## src/hdl/smrb_consts.vh

```
`ifndef SMRB_CONSTS_VH
`define SMRB_CONSTS_VH

// Register addresses
`define SMRB_ADDR_DC_CTRL      10'h10C
`define SMRB_ADDR_DC_A_LO      10'h10D
`define SMRB_ADDR_DC_A_HI      10'h10E
`define SMRB_ADDR_DC_B_LO      10'h10F
`define SMRB_ADDR_DC_B_HI      10'h110
`define SMRB_ADDR_SER_CTRL     10'h111
`define SMRB_ADDR_MON_CTRL     10'h112
`define SMRB_ADDR_PERIOD0      10'h113
`define SMRB_ADDR_PERIOD1      10'h114
`define SMRB_ADDR_PERIOD2      10'h115
`define SMRB_ADDR_RES_A0       10'h116
`define SMRB_ADDR_RES_A1       10'h117
`define SMRB_ADDR_RES_A2       10'h118
`define SMRB_ADDR_RES_B0       10'h119
`define SMRB_ADDR_RES_B1       10'h11A
`define SMRB_ADDR_RES_B2       10'h11B

// Reset values and minimum period
`define SMRB_RST_DC_CTRL       8'h00
`define SMRB_RST_SER_CTRL      8'h04
`define SMRB_RST_MON_CTRL      8'h00
`define SMRB_RST_PERIOD        24'h000040
`define SMRB_MIN_PERIOD        24'h000080

// Writable bit masks (open bits read zero)
`define SMRB_MASK_DC_CTRL      8'h7F
`define SMRB_MASK_SER_CTRL     8'h7F
`define SMRB_MASK_MON_CTRL     8'h8F

// dc_correction_control fields
`define SMRB_DC_FREEZE_BIT     6
`define SMRB_DC_BW_MSB         5
`define SMRB_DC_BW_LSB         2
`define SMRB_DC_PATH_EN_BIT    1
`define SMRB_DC_MON_EN_BIT     0

// monitor_serial_out_control fields
`define SMRB_SER_MAG_EN_BIT    6
`define SMRB_SER_PEAK_EN_BIT   5
`define SMRB_SER_THR_EN_BIT    4
`define SMRB_SER_DIV_MSB       3
`define SMRB_SER_DIV_LSB       2
`define SMRB_SER_SLEEP_BIT     1
`define SMRB_SER_EN_BIT        0

// monitor_control fields
`define SMRB_MON_CPLX_BIT      7
`define SMRB_MON_MS_BIT        3
`define SMRB_MON_MODE_MSB      2
`define SMRB_MON_MODE_LSB      1
`define SMRB_MON_EN_BIT        0

// Monitor mode codes
`define SMRB_MODE_MAG          2'h0
`define SMRB_MODE_PEAK         2'h1

// Serial clock divide codes and ratios
`define SMRB_DIV_CODE_2        2'h1
`define SMRB_DIV_CODE_4        2'h2
`define SMRB_DIV_CODE_8        2'h3
`define SMRB_DIV_RATIO_2       4'h2
`define SMRB_DIV_RATIO_4       4'h4
`define SMRB_DIV_RATIO_8       4'h8
`define SMRB_DIV_RATIO_NONE    4'h0

`endif

```

## src/hdl/smrb_period_timer.v

```verilog
`include "smrb_consts.vh"

module smrb_period_timer #(
    parameter PERIOD_WIDTH = 24
) (
    // Clock and reset
    input  wire                    ref_clk,
    input  wire                    rst,
    // Control
    input  wire                    enable,
    input  wire [PERIOD_WIDTH-1:0] period,
    // Result
    output reg                     periodEnd
);
    reg [PERIOD_WIDTH-1:0] count_q;
    wire                   lastCycle;

    // Period of 0 or 1 ends every cycle rather than locking up
    assign lastCycle = (count_q + {{(PERIOD_WIDTH-1){1'b0}}, 1'b1}) >= period;

    always @(posedge ref_clk) begin
        if (rst || !enable) begin
            count_q   <= {PERIOD_WIDTH{1'b0}};
            periodEnd <= 1'b0;
        end else if (lastCycle) begin
            count_q   <= {PERIOD_WIDTH{1'b0}};
            periodEnd <= 1'b1; // [RULE8]
        end else begin
            count_q   <= count_q + {{(PERIOD_WIDTH-1){1'b0}}, 1'b1};
            periodEnd <= 1'b0;
        end
    end
endmodule

```

## src/hdl/smrb_register_bank.v

```verilog
// Function
// [RULE1] Mode 00 reports rms/ms magnitude, 01 peak power, 1x threshold count.
// [RULE2] Channel A 20-bit read-only result over three bytes, upper bits zero.
// [RULE3] Channel B independent 20-bit read-only result, writes have no effect.
// [RULE4] Path correction bit subtracts dc estimate from sample stream; 4-bit bandwidth.
// [RULE5] Monitor correction bit applies dc estimate only inside the measurement.
// [RULE6] Serial clock divide code 01 by 2, 10 by 4, 11 by 8.
// [RULE7] Power select bit low gives rms, high gives mean-square.
// [RULE8] 24-bit period in converter cycles, resets to 64, program at least 128.
// [RULE9] Freeze bit holds the last dc estimate used by the monitor.
// [RULE10] Each completed period loads new results, replacing the previous ones.
`include "smrb_consts.vh"

module smrb_register_bank #(
    parameter ADDR_WIDTH   = 10,
    parameter DATA_WIDTH   = 14,
    parameter RES_WIDTH    = 20,
    parameter PERIOD_WIDTH = 24
) (
    // Clock and reset
    input  wire                    ref_clk,
    input  wire                    rst,
    // Register port from the serial control interface
    input  wire [ADDR_WIDTH-1:0]   regAddr,
    input  wire                    regWrite,
    input  wire [7:0]              regWrData,
    output reg  [7:0]              regRdData,
    // Sample streams, twos complement
    input  wire                    sampleValid,
    input  wire [DATA_WIDTH-1:0]   sampleA,
    input  wire [DATA_WIDTH-1:0]   sampleB,
    output reg  [DATA_WIDTH-1:0]   pathSampleA,
    output reg  [DATA_WIDTH-1:0]   pathSampleB,
    // Dc estimates from the averaging engine
    input  wire [DATA_WIDTH-1:0]   dcEstA,
    input  wire [DATA_WIDTH-1:0]   dcEstB,
    // Measurement values from the arithmetic engine
    input  wire [RES_WIDTH-1:0]    magA,
    input  wire [RES_WIDTH-1:0]    magB,
    input  wire [RES_WIDTH-1:0]    peakA,
    input  wire [RES_WIDTH-1:0]    peakB,
    input  wire [RES_WIDTH-1:0]    thrCountA,
    input  wire [RES_WIDTH-1:0]    thrCountB,
    // Controls to the monitor engine
    output wire                    monitorEnable,
    output wire                    meanSquareSel,
    output wire                    complexPowerEn,
    output wire [3:0]              dcBandwidth,
    output reg  [DATA_WIDTH-1:0]   monDcA,
    output reg  [DATA_WIDTH-1:0]   monDcB,
    output wire                    periodDone,
    // Controls to the monitor serial output port
    output wire                    serOutEnable,
    output wire                    serClkSleep,
    output wire                    serMagEnable,
    output wire                    serPeakEnable,
    output wire                    serThrEnable,
    output reg  [3:0]              serClkDivRatio
);
    reg  [7:0]              dcCtrl_q;
    reg  [7:0]              serCtrl_q;
    reg  [7:0]              monCtrl_q;
    reg  [PERIOD_WIDTH-1:0] period_q;
    reg  [DATA_WIDTH-1:0]   dcHeldA_q;
    reg  [DATA_WIDTH-1:0]   dcHeldB_q;
    reg  [RES_WIDTH-1:0]    resA_q;
    reg  [RES_WIDTH-1:0]    resB_q;
    wire [1:0]              monMode;
    wire                    dcFreeze;
    wire                    dcPathEn;
    wire                    dcMonEn;

    assign dcFreeze       = dcCtrl_q[`SMRB_DC_FREEZE_BIT];
    assign dcPathEn       = dcCtrl_q[`SMRB_DC_PATH_EN_BIT];
    assign dcMonEn        = dcCtrl_q[`SMRB_DC_MON_EN_BIT];
    assign dcBandwidth    = dcCtrl_q[`SMRB_DC_BW_MSB:`SMRB_DC_BW_LSB]; // [RULE4]
    assign monMode        = monCtrl_q[`SMRB_MON_MODE_MSB:`SMRB_MON_MODE_LSB];
    assign monitorEnable  = monCtrl_q[`SMRB_MON_EN_BIT];
    assign meanSquareSel  = monCtrl_q[`SMRB_MON_MS_BIT]; // [RULE7]
    assign complexPowerEn = monCtrl_q[`SMRB_MON_CPLX_BIT];
    assign serOutEnable   = serCtrl_q[`SMRB_SER_EN_BIT];
    assign serClkSleep    = serCtrl_q[`SMRB_SER_SLEEP_BIT];
    assign serMagEnable   = serCtrl_q[`SMRB_SER_MAG_EN_BIT];
    assign serPeakEnable  = serCtrl_q[`SMRB_SER_PEAK_EN_BIT];
    assign serThrEnable   = serCtrl_q[`SMRB_SER_THR_EN_BIT];

    // Selects the measurement that the result registers report
    function [RES_WIDTH-1:0] selectResult;
        input [1:0]           mode;
        input [RES_WIDTH-1:0] mag;
        input [RES_WIDTH-1:0] peak;
        input [RES_WIDTH-1:0] thr;
        begin
            if (mode == `SMRB_MODE_MAG)
                selectResult = mag; // [RULE1]
            else if (mode == `SMRB_MODE_PEAK)
                selectResult = peak; // [RULE1]
            else
                selectResult = thr; // [RULE1]
        end
    endfunction

    // Code 00 is undefined; report ratio 0 so the serial port can hold its clock
    always @* begin
        case (serCtrl_q[`SMRB_SER_DIV_MSB:`SMRB_SER_DIV_LSB])
            `SMRB_DIV_CODE_2: serClkDivRatio = `SMRB_DIV_RATIO_2; // [RULE6]
            `SMRB_DIV_CODE_4: serClkDivRatio = `SMRB_DIV_RATIO_4; // [RULE6]
            `SMRB_DIV_CODE_8: serClkDivRatio = `SMRB_DIV_RATIO_8; // [RULE6]
            default:          serClkDivRatio = `SMRB_DIV_RATIO_NONE;
        endcase
    end

    // Writable registers; read-only addresses ignore writes
    always @(posedge ref_clk) begin
        if (rst) begin
            dcCtrl_q  <= `SMRB_RST_DC_CTRL;
            serCtrl_q <= `SMRB_RST_SER_CTRL;
            monCtrl_q <= `SMRB_RST_MON_CTRL;
            period_q  <= `SMRB_RST_PERIOD; // [RULE8]
        end else if (regWrite) begin
            if (regAddr == `SMRB_ADDR_DC_CTRL)
                dcCtrl_q <= regWrData & `SMRB_MASK_DC_CTRL;
            else if (regAddr == `SMRB_ADDR_SER_CTRL)
                serCtrl_q <= regWrData & `SMRB_MASK_SER_CTRL;
            else if (regAddr == `SMRB_ADDR_MON_CTRL)
                monCtrl_q <= regWrData & `SMRB_MASK_MON_CTRL;
            else if (regAddr == `SMRB_ADDR_PERIOD0)
                period_q[7:0] <= regWrData;
            else if (regAddr == `SMRB_ADDR_PERIOD1)
                period_q[15:8] <= regWrData;
            else if (regAddr == `SMRB_ADDR_PERIOD2)
                period_q[23:16] <= regWrData;
        end
    end

    // Dc estimate as seen by the monitor and the readback registers
    always @(posedge ref_clk) begin
        if (rst) begin
            dcHeldA_q <= {DATA_WIDTH{1'b0}};
            dcHeldB_q <= {DATA_WIDTH{1'b0}};
        end else if (!dcFreeze) begin // [RULE9]
            dcHeldA_q <= dcEstA;
            dcHeldB_q <= dcEstB;
        end
    end

    // Monitor correction is separate from path correction
    always @(posedge ref_clk) begin
        if (rst) begin
            monDcA <= {DATA_WIDTH{1'b0}};
            monDcB <= {DATA_WIDTH{1'b0}};
        end else begin
            monDcA <= dcMonEn ? dcHeldA_q : {DATA_WIDTH{1'b0}}; // [RULE5]
            monDcB <= dcMonEn ? dcHeldB_q : {DATA_WIDTH{1'b0}}; // [RULE5]
        end
    end

    // Path correction uses the live estimate, so freezing only affects the monitor and the dc readback registers
    always @(posedge ref_clk) begin
        if (rst) begin
            pathSampleA <= {DATA_WIDTH{1'b0}};
            pathSampleB <= {DATA_WIDTH{1'b0}};
        end else if (sampleValid) begin
            pathSampleA <= dcPathEn ? sampleA - dcEstA : sampleA; // [RULE4]
            pathSampleB <= dcPathEn ? sampleB - dcEstB : sampleB; // [RULE4]
        end
    end

    smrb_period_timer #(
        .PERIOD_WIDTH (PERIOD_WIDTH)
    ) periodTimer (
        .ref_clk   (ref_clk),
        .rst       (rst),
        .enable    (monitorEnable),
        .period    (period_q),
        .periodEnd (periodDone)
    );

    always @(posedge ref_clk) begin
        if (rst) begin
            resA_q <= {RES_WIDTH{1'b0}};
            resB_q <= {RES_WIDTH{1'b0}};
        end else if (periodDone) begin // [RULE10]
            resA_q <= selectResult(monMode, magA, peakA, thrCountA); // [RULE2]
            resB_q <= selectResult(monMode, magB, peakB, thrCountB); // [RULE3]
        end
    end

    // Registered read data; unmapped addresses read zero
    always @(posedge ref_clk) begin
        if (rst)
            regRdData <= 8'h00;
        else if (regAddr == `SMRB_ADDR_DC_CTRL)
            regRdData <= dcCtrl_q;
        else if (regAddr == `SMRB_ADDR_DC_A_LO)
            regRdData <= dcHeldA_q[7:0];
        else if (regAddr == `SMRB_ADDR_DC_A_HI)
            regRdData <= {2'h0, dcHeldA_q[13:8]};
        else if (regAddr == `SMRB_ADDR_DC_B_LO)
            regRdData <= dcHeldB_q[7:0];
        else if (regAddr == `SMRB_ADDR_DC_B_HI)
            regRdData <= {2'h0, dcHeldB_q[13:8]};
        else if (regAddr == `SMRB_ADDR_SER_CTRL)
            regRdData <= serCtrl_q;
        else if (regAddr == `SMRB_ADDR_MON_CTRL)
            regRdData <= monCtrl_q;
        else if (regAddr == `SMRB_ADDR_PERIOD0)
            regRdData <= period_q[7:0];
        else if (regAddr == `SMRB_ADDR_PERIOD1)
            regRdData <= period_q[15:8];
        else if (regAddr == `SMRB_ADDR_PERIOD2)
            regRdData <= period_q[23:16];
        else if (regAddr == `SMRB_ADDR_RES_A0)
            regRdData <= resA_q[7:0]; // [RULE2]
        else if (regAddr == `SMRB_ADDR_RES_A1)
            regRdData <= resA_q[15:8]; // [RULE2]
        else if (regAddr == `SMRB_ADDR_RES_A2)
            regRdData <= {4'h0, resA_q[19:16]}; // [RULE2]
        else if (regAddr == `SMRB_ADDR_RES_B0)
            regRdData <= resB_q[7:0]; // [RULE3]
        else if (regAddr == `SMRB_ADDR_RES_B1)
            regRdData <= resB_q[15:8]; // [RULE3]
        else if (regAddr == `SMRB_ADDR_RES_B2)
            regRdData <= {4'h0, resB_q[19:16]}; // [RULE3]
        else
            regRdData <= 8'h00;
    end
endmodule

```

## config.mk

```make
export PLATFORM = sky130hd
export DESIGN_NAME = smrb_register_bank
export DESIGN_NICKNAME = d
export VERILOG_FILES = /design/src/hdl/smrb_period_timer.v /design/src/hdl/smrb_register_bank.v
export VERILOG_INCLUDE_DIRS = /design/src /design/src/hdl
export SDC_FILE = /design/constraint.sdc
export NUM_CORES = 1
export LEC_CHECK = 0
export BUFFER_PORTS_ARGS = -buffer_cell sky130_fd_sc_hd__buf_2
export CAP_MARGIN = 5
export CORE_MARGIN = 2
export CORE_UTILIZATION = 40
export DETAILED_ROUTE_END_ITERATION = 6
export PLACE_DENSITY_LB_ADDON = 0.08
export REMOVE_ABC_BUFFERS = 1
export SYNTH_ARGS = -nofsm -noshare
export SYNTH_HDL_FRONTEND = slang
export SYNTH_SLANG_ARGS = --single-unit
```

## constraint.sdc

```tcl
create_clock -name ref_clk -period 3.4 [get_ports ref_clk]
set_input_delay 0.17 -clock ref_clk [delete_from_list [all_inputs] [get_ports ref_clk]]
set_output_delay 0.17 -clock ref_clk [all_outputs]
set_load 0.05 [all_outputs]
```

==> reports/metrics.csv <==
stage;metric;value;unit
run_status;status;complete, no violations;
final_layout;nets;1801;
setup_path;required;3760;ps
timing;max_freq;300;MHz
floorplanning;initial_core_util;40.8;%
setup_path;reg2reg_depth;15;
clock_network;cts_inserted_buffers;17;
setup_path;critPathMaxFanout;6;
synth;synthArstFlopShare;0;%
synth;synth_flop_cell;dfxtp_1;
flow_run;timing.max_cap.violations;0;
detailed_routing;routedWlPerCell;17.5;um
floorplanning;die_w;170;um
synth;avgSynthCellArea;8.52;um^2
detailed_routing;drt_pass1_iterations;5;
detailed_routing;via_count;9824;
placed_design;post-place-ws;-220;ps
synth;yosysUniqueCellTypes;63;
final_layout;mostFrequentLayoutCells;buf_2, dfxtp_1, nor2_1;
grt;grt_start_max_net_pins;64;
final_layout;layout-drive-gt1-share;25.6;%
timing;worst_slack;70.7;ps
clock_network;clkSinkCount;200;
detailed_routing;routed_via_density;5.16;
clock_network;clock_path_buffers;2;
grt;grt.total_usage;22.3;%
clock_network;htreeDepth;4;
floorplanning;die_h;170;um
timing;tightest_slew;992;ps
detailed_routing;route.antenna.remaining_nets;0;
detailed_routing;dr_wl_met3;1700;um
setup_path;cpMaxStageDelayCell;dfxtp_2;
synth;synth_edf_count;0;
detailed_routing;drcViolationCount;0;
setup_path;crit_top_cell;a21o_1;
placed_design;hpwl;25000;um
setup_path;worstSetupPathType;flop to flop;
timing;drv_slew;0;
placed_design;dp_cells;1852;
setup_path;worst-path-buf-inv;1;
setup_path;start_kind;flop;
power;p_leak;5.83;nW
timing;min_period;3330;ps
detailed_routing;wl_met2;15500;um
setup_path;path_depth;15;
clock_network;clk_pin_slew;70;ps
power;p_per_area;380;mW/mm^2
final_layout;fill_cells;2619;
final_layout;area_delta_synth_final;24.0;%
timing;hold_ws;16.5;ps
setup_path;worst_r2r_endpoint;periodTimer.count_q[9];
synth;synthMuxAreaShare;15.9;%
grt;antenna_found_initial;1;
synth;synth_compound_area_share;16.2;%
detailed_routing;top_layer;met4;
worst_hold_path;hp-start;dcEstB[0];
setup_path;crit_start;periodTimer.count_q[9];
placed_design;gp_congestion;0.862;
setup_path;cpPeakStageDelay;350;ps
setup_path;endpoint;periodTimer.count_q[9];
grt;overflow;0;
final_layout;diodes;0;
synth;synth_area_leader_cell;dfxtp_1;
power;vdd_drop_max;0.000325;V
floorplanning;ios;279;
timing;rsz0062_at_grt;true;
placed_design;port_buffers;277;
worst_hold_path;min-delay-path-class;input pin to flop;
synth;synth_area_leaders;dfxtp_1, mux2i_1, ha_1;
synth;synth_top_family_by_area;simple AND/OR/NAND/NOR gates;
synth;netlist.area_leader.share;36.4;%
grt;grt_pass1_wl;50200;um
timing;slew_headroom;33.8;%
setup_path;path_delay_family;compound AO/OA/AOI/OAI gates;
clock_network;cts_tree;yes;
timing;finClkSkew;11.5;ps
final_layout;stdcell_count;1904;
floorplanning;dieArea;0.0288;mm^2
detailed_routing;wl;33300;um
grt;grt_pass1_vias;9108;
synth;yosysSeqAreaShare;36.4;%
final_layout;layout_commonest_cell;buf_2;
synth;ys_ff_latch;200;
clock_network;root_buffer;clkbuf_16;
setup_path;reg2reg_slack;70;ps
setup_path;cp.arrival;3690;ps
setup_path;endpoint_kind;flop;
synth;ys_warn_count;0;
detailed_routing;drt-met1-wl;15700;um
floorplanning;core;0.0270;mm^2
floorplanning;std_cell_rows;60;
detailed_routing;drtIter0Drc;794;
synth;synth_fa_ha_area_share;6.17;%
synth;synthCells;1290;
clock_network;clk_latency;430;ps
setup_path;path_cells;and4_4 > and3_4 > and2_4 > and3_4 > nand3_4 > xnor2_2 > ha_1 > a21o_1 > a21o_1 > a21o_1 > a2111oi_4 > o21a_1 > o2111ai_4 > buf_6 > a21boi_1;
synth;synth-simple-area-share;17.0;%
timing;fin_crit_sh;97.9;%
timing;finalHoldViolCount;0;
timing;setup_viol;0;
setup_path;rr_startpoint;periodTimer.count_q[9];
synth;synthXorXnorAreaFrac;2.95;%
synth;syn-cell-area;0.0110;mm^2
==> timing repair <==
action / in CTS / in global routing
resized for setup: 2 / 67
gates cloned: 0 / 3
buffers inserted: 0 / 5
setup endpoints to repair: 24 / 24
pin swaps: 0 / 30
endpoints found under the hold margin: 12 / 0
hold buffers: 12 / 0
==> worst min path at each step <==
stage	slack, ps	to	cells after the start
2_1_floorplan	240	period_q[0]	1
3_3_place_gp	440	dcHeldB_q[5]	3
3_5_place_dp	440	dcHeldA_q[12]	3
4_1_cts	0.2	dcHeldB_q[7]	3
5_1_grt	8	dcHeldA_q[9]	3
6_report	20	dcHeldB_q[0]	3
==> per-layer routing <==
layer | vias up | track usage [%]
met1 | 4477 | 30.6
met5 | - | 0
met2 | 283 | 37.0
met4 | 0 | 4.20
li1 | 5034 | -
met3 | 30 | 4.01
==> Yosys cell counts, types with 6 or more instances <==
master and n:
and3_1 16, a21oi_1 54, xnor2_1 27, nand2_1 113, o22ai_1 15, nor2_1 162, o21a_1 9, inv_1 65
a21o_1 17, xor2_1 10, mux2i_1 151, a22oi_1 6, buf_2 9, a21boi_0 23, ha_1 51, nand2b_1 9
and2_1 31, nand3_1 24, buf_1 9, o21ai_0 74, a211oi_1 23, nor3_1 17, clkbuf_1 60, a31oi_1 8
nor2b_1 15, mux4_2 8, dfxtp_1 200
==> worst register-to-register path, cell delays in order (launching register included) <==
cell and delay [ps]:
dfxtp_2 350, and4_4 220, and3_4 190, and2_4 150
and3_4 200, nand3_4 80, xnor2_2 160, ha_1 310
a21o_1 180, a21o_1 150, a21o_1 190, a2111oi_4 340
o21a_1 220, o2111ai_4 200, buf_6 220, a21boi_1 110
==> where the power goes <==
part / internal, mW / leakage, nW / switching, mW
clock network: 1.14 / 0.280 / 0.951
logic: 0.281 / 3.92 / 0.401
registers: 2.38 / 1.63 / 0.0308
total: 3.80 / 5.83 / 1.38
==> area by class of cell <==
cell class / count / area (um^2) / area share (%)
Inverter: 65 / 244 / 1.79
Sequential cell: 200 / 4020 / 29.5
Timing Repair Buffer: 324 / 1800 / 13.2
Clock buffer: 21 / 460 / 3.38
Tap cell: 341 / 427 / 3.13
Clock inverter: 11 / 139 / 1.02
Multi-Input combinational cell: 942 / 6550 / 48.0
==> state kept, by name, summed over array words and instances, names as in the netlist <==
register               cells
regRdData                  8
pathSampleA               14
resB_q                    20
monDcA                    14
resA_q                    20
period_q                  24
dcCtrl_q                   7
pathSampleB               14
monCtrl_q                  5
periodTimer.count_q       24
dcHeldB_q                 14
monDcB                    14
serCtrl_q                  7
periodTimer.periodEnd      1
dcHeldA_q                 14
==> metrics by stage <==
stage	area (um^2)	TNS [ps]	utilization, %	power, mW
5_1_grt	13600	-844	50.6	5.40
3_3_place_gp	12700	-83.6	47.1	3.14
6_report	13600	0	50.6	5.19
4_1_cts	13400	0	49.8	5.25
2_1_floorplan	10700	-1650	-	2.84
3_5_place_dp	12700	-3810	47.1	3.14
==> cell families (layout without fill, tap and decap cells) <==
| kind of cell | count (synthesis) | in the layout |
|---|---|---|
| other | 1 | 1 |
| buffers and inverters | 148 | 421 |
| multiplexers | 164 | 164 |
| flip-flops | 200 | 200 |
| XOR/XNOR | 37 | 37 |
| AND/OR/NAND/NOR | 412 | 412 |
| adder cells (fa/ha/maj) | 53 | 53 |
| AO/OA/AOI/OAI | 275 | 275 |
Note: power is estimated with default switching activity, not from simulation.
